`config.mk`:
```
export PLATFORM = sky130hd
export DESIGN_NAME = ssar_top
export DESIGN_NICKNAME = d
export VERILOG_FILES = /design/src/shared/ssar_pkg.sv /design/src/design/ssar_top.sv
export SDC_FILE = /design/constraint.sdc
export NUM_CORES = 1
export LEC_CHECK = 0
export BUFFER_PORTS_ARGS = -buffer_cell sky130_fd_sc_hd__buf_4
export CAP_MARGIN = 20
export CORE_MARGIN = 2
export CORE_UTILIZATION = 35
export CTS_CLUSTER_DIAMETER = 80
export DETAILED_ROUTE_END_ITERATION = 10
export PLACE_DENSITY_LB_ADDON = 0.15
export RECOVER_POWER = 100
export SYNTH_ARGS = -nofsm -noshare
export SYNTH_HDL_FRONTEND = slang
export SYNTH_SLANG_ARGS = --single-unit
```
`constraint.sdc`:
```
create_clock -name clk_sys -period 18.4 [get_ports clk_sys]
set_clock_uncertainty 0.15 [all_clocks]
set_input_delay 0 -clock clk_sys [delete_from_list [all_inputs] [get_ports clk_sys]]
set_output_delay 0 -clock clk_sys [all_outputs]
set_load 0.01 [all_outputs]
```
`src/shared/ssar_pkg.sv`:
```
// Package for the speed search and auto restart supervisor.
`default_nettype none
package ssar_pkg;
	localparam int CLK_HZ = 250_000_000;
	localparam int SEL_ACCEL = 0;
	localparam int SEL_FAULT = 1;
	localparam int SEL_DROP = 2;
	localparam int SEL_PWRON = 3;
	localparam logic [3:0] SEL_RESET = 4'h0;
	localparam logic [7:0] CUR_PCT_MIN = 8'h50;
	localparam logic [7:0] CUR_PCT_MAX = 8'hc8;
	localparam logic [7:0] CUR_PCT_RESET = 8'h64;
	localparam logic [7:0] RATED_RESET = 8'h0a;
	localparam logic [4:0] RELAY_SEARCH = 5'h0f;
	localparam logic [4:0] RELAY_RESET = 5'h11;
	localparam logic [3:0] TRIES_MAX = 4'ha;
	localparam logic [3:0] TRIES_RESET = 4'h0;
	localparam logic [9:0] DELAY_MAX = 10'h258;
	localparam logic [9:0] DELAY_RESET = 10'h00a;
	localparam int TICK_MS = 100;
	localparam int TICK_CYC = CLK_HZ / 1000 * TICK_MS;
	localparam int RIDE_MS = 15;
	localparam int RIDE_CYC = CLK_HZ / 1000 * RIDE_MS;
	localparam int CLEAN_S = 30;
	localparam int CLEAN_TICKS = CLEAN_S * 1000 / TICK_MS;
	localparam logic [3:0] ADR_SEL = 4'h0;
	localparam logic [3:0] ADR_CUR = 4'h1;
	localparam logic [3:0] ADR_RATED = 4'h2;
	localparam logic [3:0] ADR_RELAY = 4'h3;
	localparam logic [3:0] ADR_TRIES = 4'h4;
	localparam logic [3:0] ADR_DELAY = 4'h5;
	localparam logic [3:0] ADR_STAT = 4'h6;
	localparam logic [3:0] ADR_IRQST = 4'h7;
	localparam logic [3:0] ADR_IRQEN = 4'h8;
	localparam logic [3:0] ADR_IRQCLR = 4'h9;
	localparam int IRQ_W = 4;
	typedef enum logic [2:0] {
		ST_IDLE = 3'b000,
		ST_RUN = 3'b001,
		ST_SEARCH = 3'b011,
		ST_TRIP = 3'b010,
		ST_WAIT = 3'b110,
		ST_LOCK = 3'b111
	} ssar_state_e;
	typedef struct packed {
		logic lowVolt;
		logic estop;
		logic overheat;
		logic hwFault;
		logic other;
	} ssar_trip_s;
endpackage
`default_nettype wire

```
`src/design/ssar_top.sv`:
```
// Speed search and automatic restart supervisor for a small drive.
//
// Our own choices: the plain strobed port and the placing of the registers.
`default_nettype none
module ssar_top
	import ssar_pkg::*;
#(
	parameter int FREQ_W = 16,
	parameter int VOLT_W = 12,
	parameter int TICK_CYCLES = TICK_CYC,
	parameter int RIDE_CYCLES = RIDE_CYC
) (
	// Clock and reset.
	input wire logic clk_sys,
	input wire logic nrst,
	// Register port.
	input wire logic [3:0] regAddr,
	input wire logic [15:0] regWdata,
	input wire logic regWr,
	input wire logic regRd,
	output logic [15:0] regRdata,
	// Drive sequence inputs from pins.
	input wire logic runCmd,
	input wire logic resetCmd,
	input wire logic supplyOk,
	input wire logic powerOnStart,
	input wire logic accelStart,
	// Protective trips from the drive core.
	input wire ssar_trip_s tripIn,
	// Motor feedback.
	input wire logic [15:0] outCurrent,
	input wire logic [FREQ_W-1:0] freqCmd,
	input wire logic [VOLT_W-1:0] voltNominal,
	// Outputs to the inverter and sequence.
	output logic [FREQ_W-1:0] outFreq,
	output logic [VOLT_W-1:0] outVolt,
	output logic outEnable,
	output logic lowVoltTrip,
	output logic searchActive,
	output logic relayOutputContact,
	output logic irq
);
	// Three-stage pin synchroniser; a change counts when stages 2 and 3 agree.
	logic [4:0] pinS1, pinS2, pinS3, pinClean;
	wire logic [4:0] pinRaw = {runCmd, resetCmd, supplyOk, powerOnStart,
		accelStart};
	always_ff @(posedge clk_sys or negedge nrst) begin
		if (!nrst) begin
			pinS1 <= '0;
			pinS2 <= '0;
			pinS3 <= '0;
			pinClean <= '0;
		end else begin
			pinS1 <= pinRaw;
			pinS2 <= pinS1;
			pinS3 <= pinS2;
			for (int i = 0; i < 5; i++) begin
				if (pinS2[i] == pinS3[i]) begin
					pinClean[i] <= pinS3[i];
				end
			end
		end
	end
	wire logic runS = pinClean[4];
	wire logic resetS = pinClean[3];
	wire logic supplyS = pinClean[2];
	wire logic pwrOnS = pinClean[1];
	wire logic accelS = pinClean[0];
	logic resetSd, pwrOnSd, accelSd;

	// Configuration registers.
	logic [3:0] searchSelectField_reg;
	logic [7:0] searchCurrentThreshold_reg;
	logic [7:0] motorRatedCurrent_reg;
	logic [4:0] relayFunctionSelector_reg;
	logic [3:0] restartAttemptCount_reg;
	logic [9:0] restartDelay_reg;
	logic [IRQ_W-1:0] irqStat_reg, irqEn_reg;
	logic [IRQ_W-1:0] irqEvent;
	ssar_state_e state_reg;
	logic [3:0] remain_reg;

	function automatic logic [7:0] clamp8(input logic [7:0] v,
		input logic [7:0] lo, input logic [7:0] hi);
		clamp8 = (v < lo) ? lo : ((v > hi) ? hi : v);
	endfunction

	wire logic wrHit = regWr;
	always_ff @(posedge clk_sys or negedge nrst) begin
		if (!nrst) begin
			searchSelectField_reg <= SEL_RESET;
			searchCurrentThreshold_reg <= CUR_PCT_RESET;
			motorRatedCurrent_reg <= RATED_RESET;
			relayFunctionSelector_reg <= RELAY_RESET;
			restartAttemptCount_reg <= TRIES_RESET;
			restartDelay_reg <= DELAY_RESET;
			irqEn_reg <= '0;
		end else if (wrHit) begin
			case (regAddr)
				ADR_SEL: searchSelectField_reg <= regWdata[3:0];
				ADR_CUR: searchCurrentThreshold_reg <= clamp8(regWdata[7:0],
					CUR_PCT_MIN, CUR_PCT_MAX);
				ADR_RATED: motorRatedCurrent_reg <= regWdata[7:0];
				ADR_RELAY: relayFunctionSelector_reg <= regWdata[4:0];
				ADR_TRIES: restartAttemptCount_reg <=
					(regWdata[3:0] > TRIES_MAX) ? TRIES_MAX : regWdata[3:0];
				ADR_DELAY: restartDelay_reg <=
					(regWdata[9:0] > DELAY_MAX) ? DELAY_MAX : regWdata[9:0];
				ADR_IRQEN: irqEn_reg <= regWdata[IRQ_W-1:0];
				default: ;
			endcase
		end
	end

	// Sticky status: a set in the same cycle as a clear wins.
	always_ff @(posedge clk_sys or negedge nrst) begin
		if (!nrst) begin
			irqStat_reg <= '0;
		end else begin
			irqStat_reg <= (irqStat_reg & ~((wrHit && regAddr == ADR_IRQCLR) ?
				regWdata[IRQ_W-1:0] : '0)) | irqEvent;
		end
	end
	assign irq = |(irqStat_reg & irqEn_reg);

	always_ff @(posedge clk_sys or negedge nrst) begin
		if (!nrst) begin
			regRdata <= '0;
		end else if (regRd) begin
			case (regAddr)
				ADR_SEL: regRdata <= {12'h000, searchSelectField_reg};
				ADR_CUR: regRdata <= {8'h00, searchCurrentThreshold_reg};
				ADR_RATED: regRdata <= {8'h00, motorRatedCurrent_reg};
				ADR_RELAY: regRdata <= {11'h000, relayFunctionSelector_reg};
				ADR_TRIES: regRdata <= {12'h000, restartAttemptCount_reg};
				ADR_DELAY: regRdata <= {6'h00, restartDelay_reg};
				ADR_STAT: regRdata <= {5'h00, remain_reg, lowVoltTrip,
					searchActive, outEnable, 1'b0, state_reg};
				ADR_IRQST: regRdata <= {12'h000, irqStat_reg};
				default: regRdata <= '0;
			endcase
		end else begin
			regRdata <= '0;
		end
	end

	// Search threshold in units of 0.1 A times percent; current input uses the
	// same scaling (0.1 A * 100), so compare rated*pct against current*100.
	wire logic [15:0] limitScaled = 16'(motorRatedCurrent_reg) *
		16'(searchCurrentThreshold_reg);
	wire logic [22:0] curScaled = 23'(outCurrent) * 23'd100;
	wire logic overLimit = curScaled > {7'h00, limitScaled};

	// 100 ms tick for delay and clean-run timers.
	logic [31:0] tickCnt_reg;
	wire logic tick = (tickCnt_reg == 32'(TICK_CYCLES - 1));
	always_ff @(posedge clk_sys or negedge nrst) begin
		if (!nrst) begin
			tickCnt_reg <= '0;
		end else begin
			tickCnt_reg <= tick ? '0 : tickCnt_reg + 32'h1;
		end
	end

	// Supply ride through: dropout shorter than the limit is ignored.
	logic [31:0] dropCnt_reg;
	wire logic dropLong = (dropCnt_reg >= 32'(RIDE_CYCLES));
	always_ff @(posedge clk_sys or negedge nrst) begin
		if (!nrst) begin
			dropCnt_reg <= '0;
		end else if (supplyS) begin
			dropCnt_reg <= '0;
		end else if (!dropLong) begin
			dropCnt_reg <= dropCnt_reg + 32'h1;
		end
	end

	wire logic anyTrip = tripIn.estop | tripIn.overheat | tripIn.hwFault |
		tripIn.other;
	wire logic noAuto = tripIn.estop | tripIn.overheat | tripIn.hwFault;
	logic lvLatch_reg;
	logic [9:0] delayCnt_reg;
	logic [8:0] cleanCnt_reg;
	logic [FREQ_W-1:0] heldFreq_reg;
	logic resetEdge;
	assign resetEdge = resetS & ~resetSd;
	// A reset while run is still held restarts at once; bit 1 picks search.
	wire logic faultSearch = runS && searchSelectField_reg[SEL_FAULT];
	ssar_state_e resumeState;
	assign resumeState = !runS ? ST_IDLE : faultSearch ? ST_SEARCH : ST_RUN;

	always_ff @(posedge clk_sys or negedge nrst) begin
		if (!nrst) begin
			resetSd <= 1'b0;
			pwrOnSd <= 1'b0;
			accelSd <= 1'b0;
		end else begin
			resetSd <= resetS;
			pwrOnSd <= pwrOnS;
			accelSd <= accelS;
		end
	end

	// Main sequencer.
	always_ff @(posedge clk_sys or negedge nrst) begin
		if (!nrst) begin
			state_reg <= ST_IDLE;
			outFreq <= '0;
			outVolt <= '0;
			heldFreq_reg <= '0;
			lvLatch_reg <= 1'b0;
			delayCnt_reg <= '0;
		end else begin
			case (state_reg)
				ST_IDLE: begin
					if (pwrOnS && !pwrOnSd && runS) begin
						state_reg <= searchSelectField_reg[SEL_PWRON] ?
							ST_SEARCH : ST_RUN;
						heldFreq_reg <= freqCmd;
						outFreq <= searchSelectField_reg[SEL_PWRON] ?
							freqCmd : '0;
						outVolt <= '0;
					end else if (accelS && !accelSd && runS) begin
						state_reg <= searchSelectField_reg[SEL_ACCEL] ?
							ST_SEARCH : ST_RUN;
						heldFreq_reg <= freqCmd;
						outFreq <= searchSelectField_reg[SEL_ACCEL] ?
							freqCmd : '0;
						outVolt <= '0;
					end
				end
				ST_RUN: begin
					// Normal acceleration toward the commanded frequency.
					if (outFreq < freqCmd) begin
						outFreq <= outFreq + 1'b1;
					end else if (outFreq > freqCmd) begin
						outFreq <= outFreq - 1'b1;
					end
					outVolt <= voltNominal;
					if (!runS) begin
						state_reg <= ST_IDLE;
						outFreq <= '0;
						outVolt <= '0;
					end
				end
				ST_SEARCH: begin
					if (overLimit) begin
						if (outFreq != '0) begin
							outFreq <= outFreq - 1'b1;
						end
					end else if (outVolt < voltNominal) begin
						outVolt <= outVolt + 1'b1;
					end else begin
						state_reg <= ST_RUN;
					end
				end
				ST_TRIP: begin
					outVolt <= '0;
					delayCnt_reg <= '0;
					if (resetEdge) begin
						state_reg <= resumeState;
						lvLatch_reg <= 1'b0;
						outFreq <= faultSearch ? heldFreq_reg : '0;
					end else if (lvLatch_reg) begin
						if (supplyS && searchSelectField_reg[SEL_DROP]) begin
							state_reg <= ST_SEARCH;
							outFreq <= heldFreq_reg;
							lvLatch_reg <= 1'b0;
						end
					end else if (remain_reg == '0) begin
						state_reg <= ST_LOCK;
					end else if (runS && !anyTrip) begin
						state_reg <= ST_WAIT;
					end
				end
				ST_WAIT: begin
					if (resetEdge || !runS) begin
						state_reg <= ST_IDLE;
						outFreq <= '0;
					end else if (delayCnt_reg >= restartDelay_reg) begin
						state_reg <= ST_SEARCH;
						outFreq <= heldFreq_reg;
						outVolt <= '0;
					end else if (tick) begin
						delayCnt_reg <= delayCnt_reg + 10'h1;
					end
				end
				ST_LOCK: begin
					outVolt <= '0;
					if (resetEdge) begin
						state_reg <= resumeState;
						outFreq <= faultSearch ? heldFreq_reg : '0;
					end
				end
				default: state_reg <= ST_IDLE;
			endcase
			// Supply loss overrides every state except lock and idle; other trips override every state except trip and lock.
			if (state_reg != ST_LOCK && state_reg != ST_IDLE && dropLong) begin
				state_reg <= ST_TRIP;
				lvLatch_reg <= 1'b1;
				outVolt <= '0;
				if (state_reg != ST_TRIP) begin
					heldFreq_reg <= outFreq;
				end
			end else if (anyTrip && state_reg != ST_TRIP &&
				state_reg != ST_LOCK) begin
				state_reg <= noAuto ? ST_LOCK : ST_TRIP;
				outVolt <= '0;
				heldFreq_reg <= (state_reg == ST_IDLE) ? freqCmd : outFreq;
			end
		end
	end

	// Remaining attempts counter.
	wire logic restartNow = (state_reg == ST_WAIT) && runS && !resetEdge &&
		(delayCnt_reg >= restartDelay_reg);
	always_ff @(posedge clk_sys or negedge nrst) begin
		if (!nrst) begin
			remain_reg <= TRIES_RESET;
			cleanCnt_reg <= '0;
		end else if (resetEdge) begin
			remain_reg <= restartAttemptCount_reg;
			cleanCnt_reg <= '0;
		end else if (restartNow) begin
			remain_reg <= remain_reg - 4'h1;
			cleanCnt_reg <= 9'(CLEAN_TICKS);
		end else if (anyTrip) begin
			cleanCnt_reg <= '0;
		end else if (cleanCnt_reg != '0 && tick) begin
			cleanCnt_reg <= cleanCnt_reg - 9'h1;
			if (cleanCnt_reg == 9'h1) begin
				remain_reg <= restartAttemptCount_reg;
			end
		end
	end

	assign outEnable = (state_reg == ST_RUN) || (state_reg == ST_SEARCH);
	assign lowVoltTrip = lvLatch_reg;
	assign searchActive = (state_reg == ST_SEARCH);
	assign relayOutputContact = searchActive &&
		(relayFunctionSelector_reg == RELAY_SEARCH);
	assign irqEvent = {restartNow, state_reg == ST_LOCK && anyTrip,
		dropLong && !lvLatch_reg && outEnable, anyTrip && outEnable};
endmodule // ssar_top
`default_nettype wire

```
[Word-level counts from Yosys, hierarchy flattened]
Index checks and enable logic that the tools add are counted.
Storage, ports and cells
  register bits after elaboration: 221
  input port bits: 78
  output and inout bits: 49
  logic and storage cells: 246
Cells by class
  $add $sub $neg: 8
  multiply operators: 2
  magnitude comparators: 10
  eq/ne operators: 48
  multiplexer cells: 83
  bitwise logic cells: 9
  reductions and logical operators: 56
Operators with widths (count)
  two-way mux 16 bit: 24
  two-way mux 12 bit: 9
  two-way mux 32 bit: 3
  case mux 16 bit (6 select lines): 1
  case mux 11 bit (8 select lines): 1
  adder 32 x 1 -> 32 bit (second input constant): 2
  case mux 12 bit (5 select lines): 1
  two-way mux 3 bit: 16
  two-way mux 10 bit: 4
  two-way mux 9 bit: 4
  equality test 32 x 25 -> 1 bit (second input constant): 1
  greater-or-equal comparator 32 x 22 -> 1 bit (second input constant): 1
  two-way mux 4 bit: 7
  greater-than comparator 23 x 16 -> 1 bit: 1
  logical AND 1 bit: 21
  multiplier 16 x 5 -> 21 bit (second input constant): 1
  inequality test 4 bit (second input constant): 5
  case mux 10 bit (2 select lines): 1
  case mux 3 bit (6 select lines): 1
  adder 16 x 1 -> 16 bit (second input constant): 1
  equality test 4 x 3 -> 1 bit (second input constant): 4
  greater-than comparator 16 bit: 1
  less-than comparator 16 bit: 1
  multiplier 8 x 8 -> 16 bit: 1
  other kinds (58): 104

[Longest topological paths before layout]
  word-level depth: 12
  mapped depth: 29
  depth with buffers taken out: 27

[Least setup slack after synthesis]
No wires, ideal clock.
  kind: flip-flop to flip-flop
  from: reg searchCurrentThreshold_reg[6]
  to: reg outVolt[4]
  setup time: 141 ps
  arrival: 6361 ps
  required time: 18109 ps
  setup slack: 11748 ps
  cell stages (with the launch flop): 28
  path buffers: 2
  clock period less this slack: 6652 ps
  cells stage by stage: dfstp_2 > clkbuf_1 > nand2_1 > fa_1 > fa_1 > inv_1 > fa_1 > inv_1 > fa_1 > inv_1 > ha_1 > nor2b_1 > o21a_1 > o311a_1 > o21a_1 > o21a_1 > o21ba_2 > xnor2_1 > ha_1 > nand4b_1 > a21oi_1 > a31oi_1 > a21oi_1 > nand4_2 > or4b_1 > buf_2 > o211ai_1 > o21ai_1
Between the ends
  word-level cells in the longest chain between the ends: 4
Ends and longest elaborated chain
  from (decl): line ssar_top.sv:73  | logic [7:0] searchCurrentThreshold_reg;
  from (signal assigned): line ssar_top.sv:101  | ADR_CUR: searchCurrentThreshold_reg <= clamp8(regWdata[7:0],
  multiplier 8 x 8 -> 16 bit: line ssar_top.sv:149  | wire logic [15:0] limitScaled = 16'(motorRatedCurrent_reg) *
  greater-than comparator 23 x 16 -> 1 bit: line ssar_top.sv:152  | wire logic overLimit = curScaled > {7'h00, limitScaled};
  inequality test 4 x 2 -> 1 bit (no line)
  AND reduction 6 bit (no line)
  to (signal assigned): line ssar_top.sv:239  | outVolt <= voltNominal;
  to (signal assigned): line ssar_top.sv:252  | outVolt <= outVolt + 1'b1;
  to (decl): line ssar_top.sv:36  | output logic [VOLT_W-1:0] outVolt,
Every way passes these cells.
A chain may end at the register's enable or synchronous reset.

[Final worst setup path]
  from: reg motorRatedCurrent_reg[2]
  to: reg outFreq[13]
Between the ends
  word-level cells in the longest chain between the ends: 4
Ends and longest elaborated chain
  from (decl): line ssar_top.sv:74  | logic [7:0] motorRatedCurrent_reg;
  from (signal assigned): line ssar_top.sv:103  | ADR_RATED: motorRatedCurrent_reg <= regWdata[7:0];
  multiplier 8 x 8 -> 16 bit: line ssar_top.sv:149
  greater-than comparator 23 x 16 -> 1 bit: line ssar_top.sv:152
  inequality test 2 x 1 -> 1 bit (no line)
  AND reduction 9 bit (no line)
  to (signal assigned): line ssar_top.sv:220  | outFreq <= searchSelectField_reg[SEL_PWRON] ?
  to (signal assigned): line ssar_top.sv:227  | outFreq <= searchSelectField_reg[SEL_ACCEL] ?
  to (signal assigned): line ssar_top.sv:235  | outFreq <= outFreq + 1'b1;
  to (decl): line ssar_top.sv:35  | output logic [FREQ_W-1:0] outFreq,
Every way passes these cells.

==> metrics.txt <==
Detailed Routing Iterations Pass 1 8; detailed placement HPWL 31.3 mm; run status finished, violations left; most used cell, CP fa_1; reg2reg path depth 25; number of buffers added for setup after CTS 0; cts repair resizes 0; number of global-route vias before repair between 10000 and 15000; CTS Root Cell clkbuf_16; area of the multi-input gates around 0.0098 mm²; number of fill cells 4572; Yosys reg bits 216; CTS Hold Buffers Added 70; placed instance area 0.0177 mm²; commonest cells after routing, fill and taps aside dfrtp_1, inv_1, nand2_1, ha_1, nor2_1; slew margin rel. -2.04; Final setup viols 0; crit path kind register to register; Die ar. 0.0482 mm²; I/O Buffers between 100 and 150; commonest non-fill, non-tap cell in the layout dfrtp_1; largest net degree at the start of global routing 86; worst-skew pair later-pin latency 0.57 ns; Critical Path AT 8.15 ns; cell count after synthesis between 1500 and 2000; DIE HEIGHT 219 µm; fin util 0.420; RSZ-0062 raised after global routing no; initial antenna violation count 0; max_cap viols 6; Avg Inst Size Synth 8.90 µm²; register area roughly 0.0054 mm²; GPL Wtd Cong 0.850; CTS sink count 216; clk slew on worst S/H paths 0.06 ns; final WL 44.2 mm; IR Drop Worst-Case VDD just under 90 µV; WP data required 18.70 ns; Max stage delay on crit path between 0.9 and 1 ns; Tcrit/Tclk final 0.427; Nets 2249; Initial Utilization 0.356; Initial DRC Count 851; slowest stage cell, crit path clkbuf_1; PD cells 109 mW/mm²; asr flop ratio synth 1.00; Max Slew Vio Count 297; DR vias between 10000 and 15000; failing checks max-capacitance violations, max-slew violations; Post-synth EDFFs 0; mapped cell area between 0.015 and 0.02 mm²; first-pass GRT wire length 72.2 mm; placed insts 2471; setup_tns 0 ns; Final Hold Fails 0; sequential share of the synthesized area 0.333; chip width 219 µm; gr usage total 0.186; drt drc 0; Fmax achieved 0.127 GHz; Startpoint Class register; Antenna Nets Post-Route 0; GRT Residual Overflow 0; final std cell area, no fill 0.0191 mm²; drt wl/cell 17.0 µm; Top FF cell, synth dfrtp_1; core area approximately 0.046 mm²; Longest Clk Path Bufs 3; crit-path max FO 27; Cell variety after synth 83; Cells on Worst Hold Path 4; number of diodes 0; P_leak between 8 and 9 nW; layout cells sized above 1 0.0927; Post-Layout Cell Count between 2000 and 3000; overall power 2.09 mW; worst min path class input pin to register; Num CTS Buffers 28; min Tclk post-route 7.85 ns; Yosys warning count 0; top-level I/O count 127; Vias/cell about 5.3; H-tree depth 1; Rows between 70 and 80; endpoint type of the worst setup path register; Slew @ Worst Pin 4.57 ns; CTS tree done; Layout area overhead 17.7%
-- cells by family after synthesis --
group,after synthesis,synth area share
other,1,0.000231
flip-flops,216,0.333
AND/OR/NAND/NOR,620,0.188
AO/OA/AOI/OAI,374,0.154
adder cells (fa/ha/maj),203,0.177
XOR/XNOR,103,0.0555
multiplexers,41,0.0283
buffers and inverters,267,0.0632
-- per-stage QoR --
step	hold slack (ns)	setup WS [ns]
finish	0.131	10.55
global route	0.138	10.09
CTS	0.0950	11.15
detailed placement	-0.0893	11.15
global placement	-0.0969	11.18
floorplan	-0.446	11.75
-- cells in the mapped netlist (12+ instances only) --
cell,number,area [µm²]
dfrtp_1,207,5180
inv_1,178,668
nand2_1,157,589
ha_1,151,1890
nor2_1,146,548
a21oi_1,90,450
o21ai_0,84,420
clkbuf_1,75,282
nand3_1,65,325
and2_1,57,357
xor2_1,53,464
xnor2_1,50,438
fa_1,47,941
nor3_1,38,190
and3_1,35,219
mux2_2,30,338
nor2b_1,30,188
a222oi_1,28,280
a22oi_1,20,150
nand4_1,17,106
nor4_1,16,100
a21o_1,15,113
nand2b_1,14,87.6
o21a_1,13,97.6
o21ai_1,13,65.1
a211oi_1,12,90.1
or3_1,12,75.1
-- critical path, delay by kind of cell, from the launching register on --
kind	cells	cell delay [ns]
AND/OR/NAND/NOR	4	0.80
flip-flops	1	0.54
multiplexers	1	0.43
AO/OA/AOI/OAI	10	2.02
XOR/XNOR	1	0.12
adder cells (fa/ha/maj)	6	2.62
buffers and inverters	3	1.05
-- power by group --
group	switching (mW)	internal, mW	total [mW]
combinational	0.509	0.364	0.873
sequential	0.0987	0.531	0.629
clock	0.227	0.358	0.585
-- worst paths after layout --
| path | start | end | slack, ns |
|---|---|---|---|
| max in group asynchronous | nrst | tickCnt_reg[5] | 13.12 |
| setup reg to reg | motorRatedCurrent_reg[2] | outFreq[13] | 10.55 |
| min in group asynchronous | nrst | restartAttemptCount_reg[0] | 1.98 |
| setup / recovery | motorRatedCurrent_reg[2] | outFreq[13] | 10.55 |
| hold / removal | voltNominal[4] | outVolt[4] | 0.13 |
| hold reg to reg | pinS1[3] | pinS2[3] | 0.20 |
-- final cells by class --
type                       count  share of cell area
timing repair buffer         201              0.0769
clock inverter                15              0.0110
multi-input combinational   1346               0.513
sequential                   216               0.283
tap                          600              0.0393
clock buffer                  37              0.0410
inverter                     180              0.0353
-- per-layer routing --
metal	global-route usage	part of all wire	routed length [µm]
met1	0.245	0.46	20200
met2	0.317	0.47	20900
met3	0.0271	0.048	2110
met4	0.0520	0.023	1010
met5	0	0	0
Note: power is estimated with default switching activity, not from simulation.
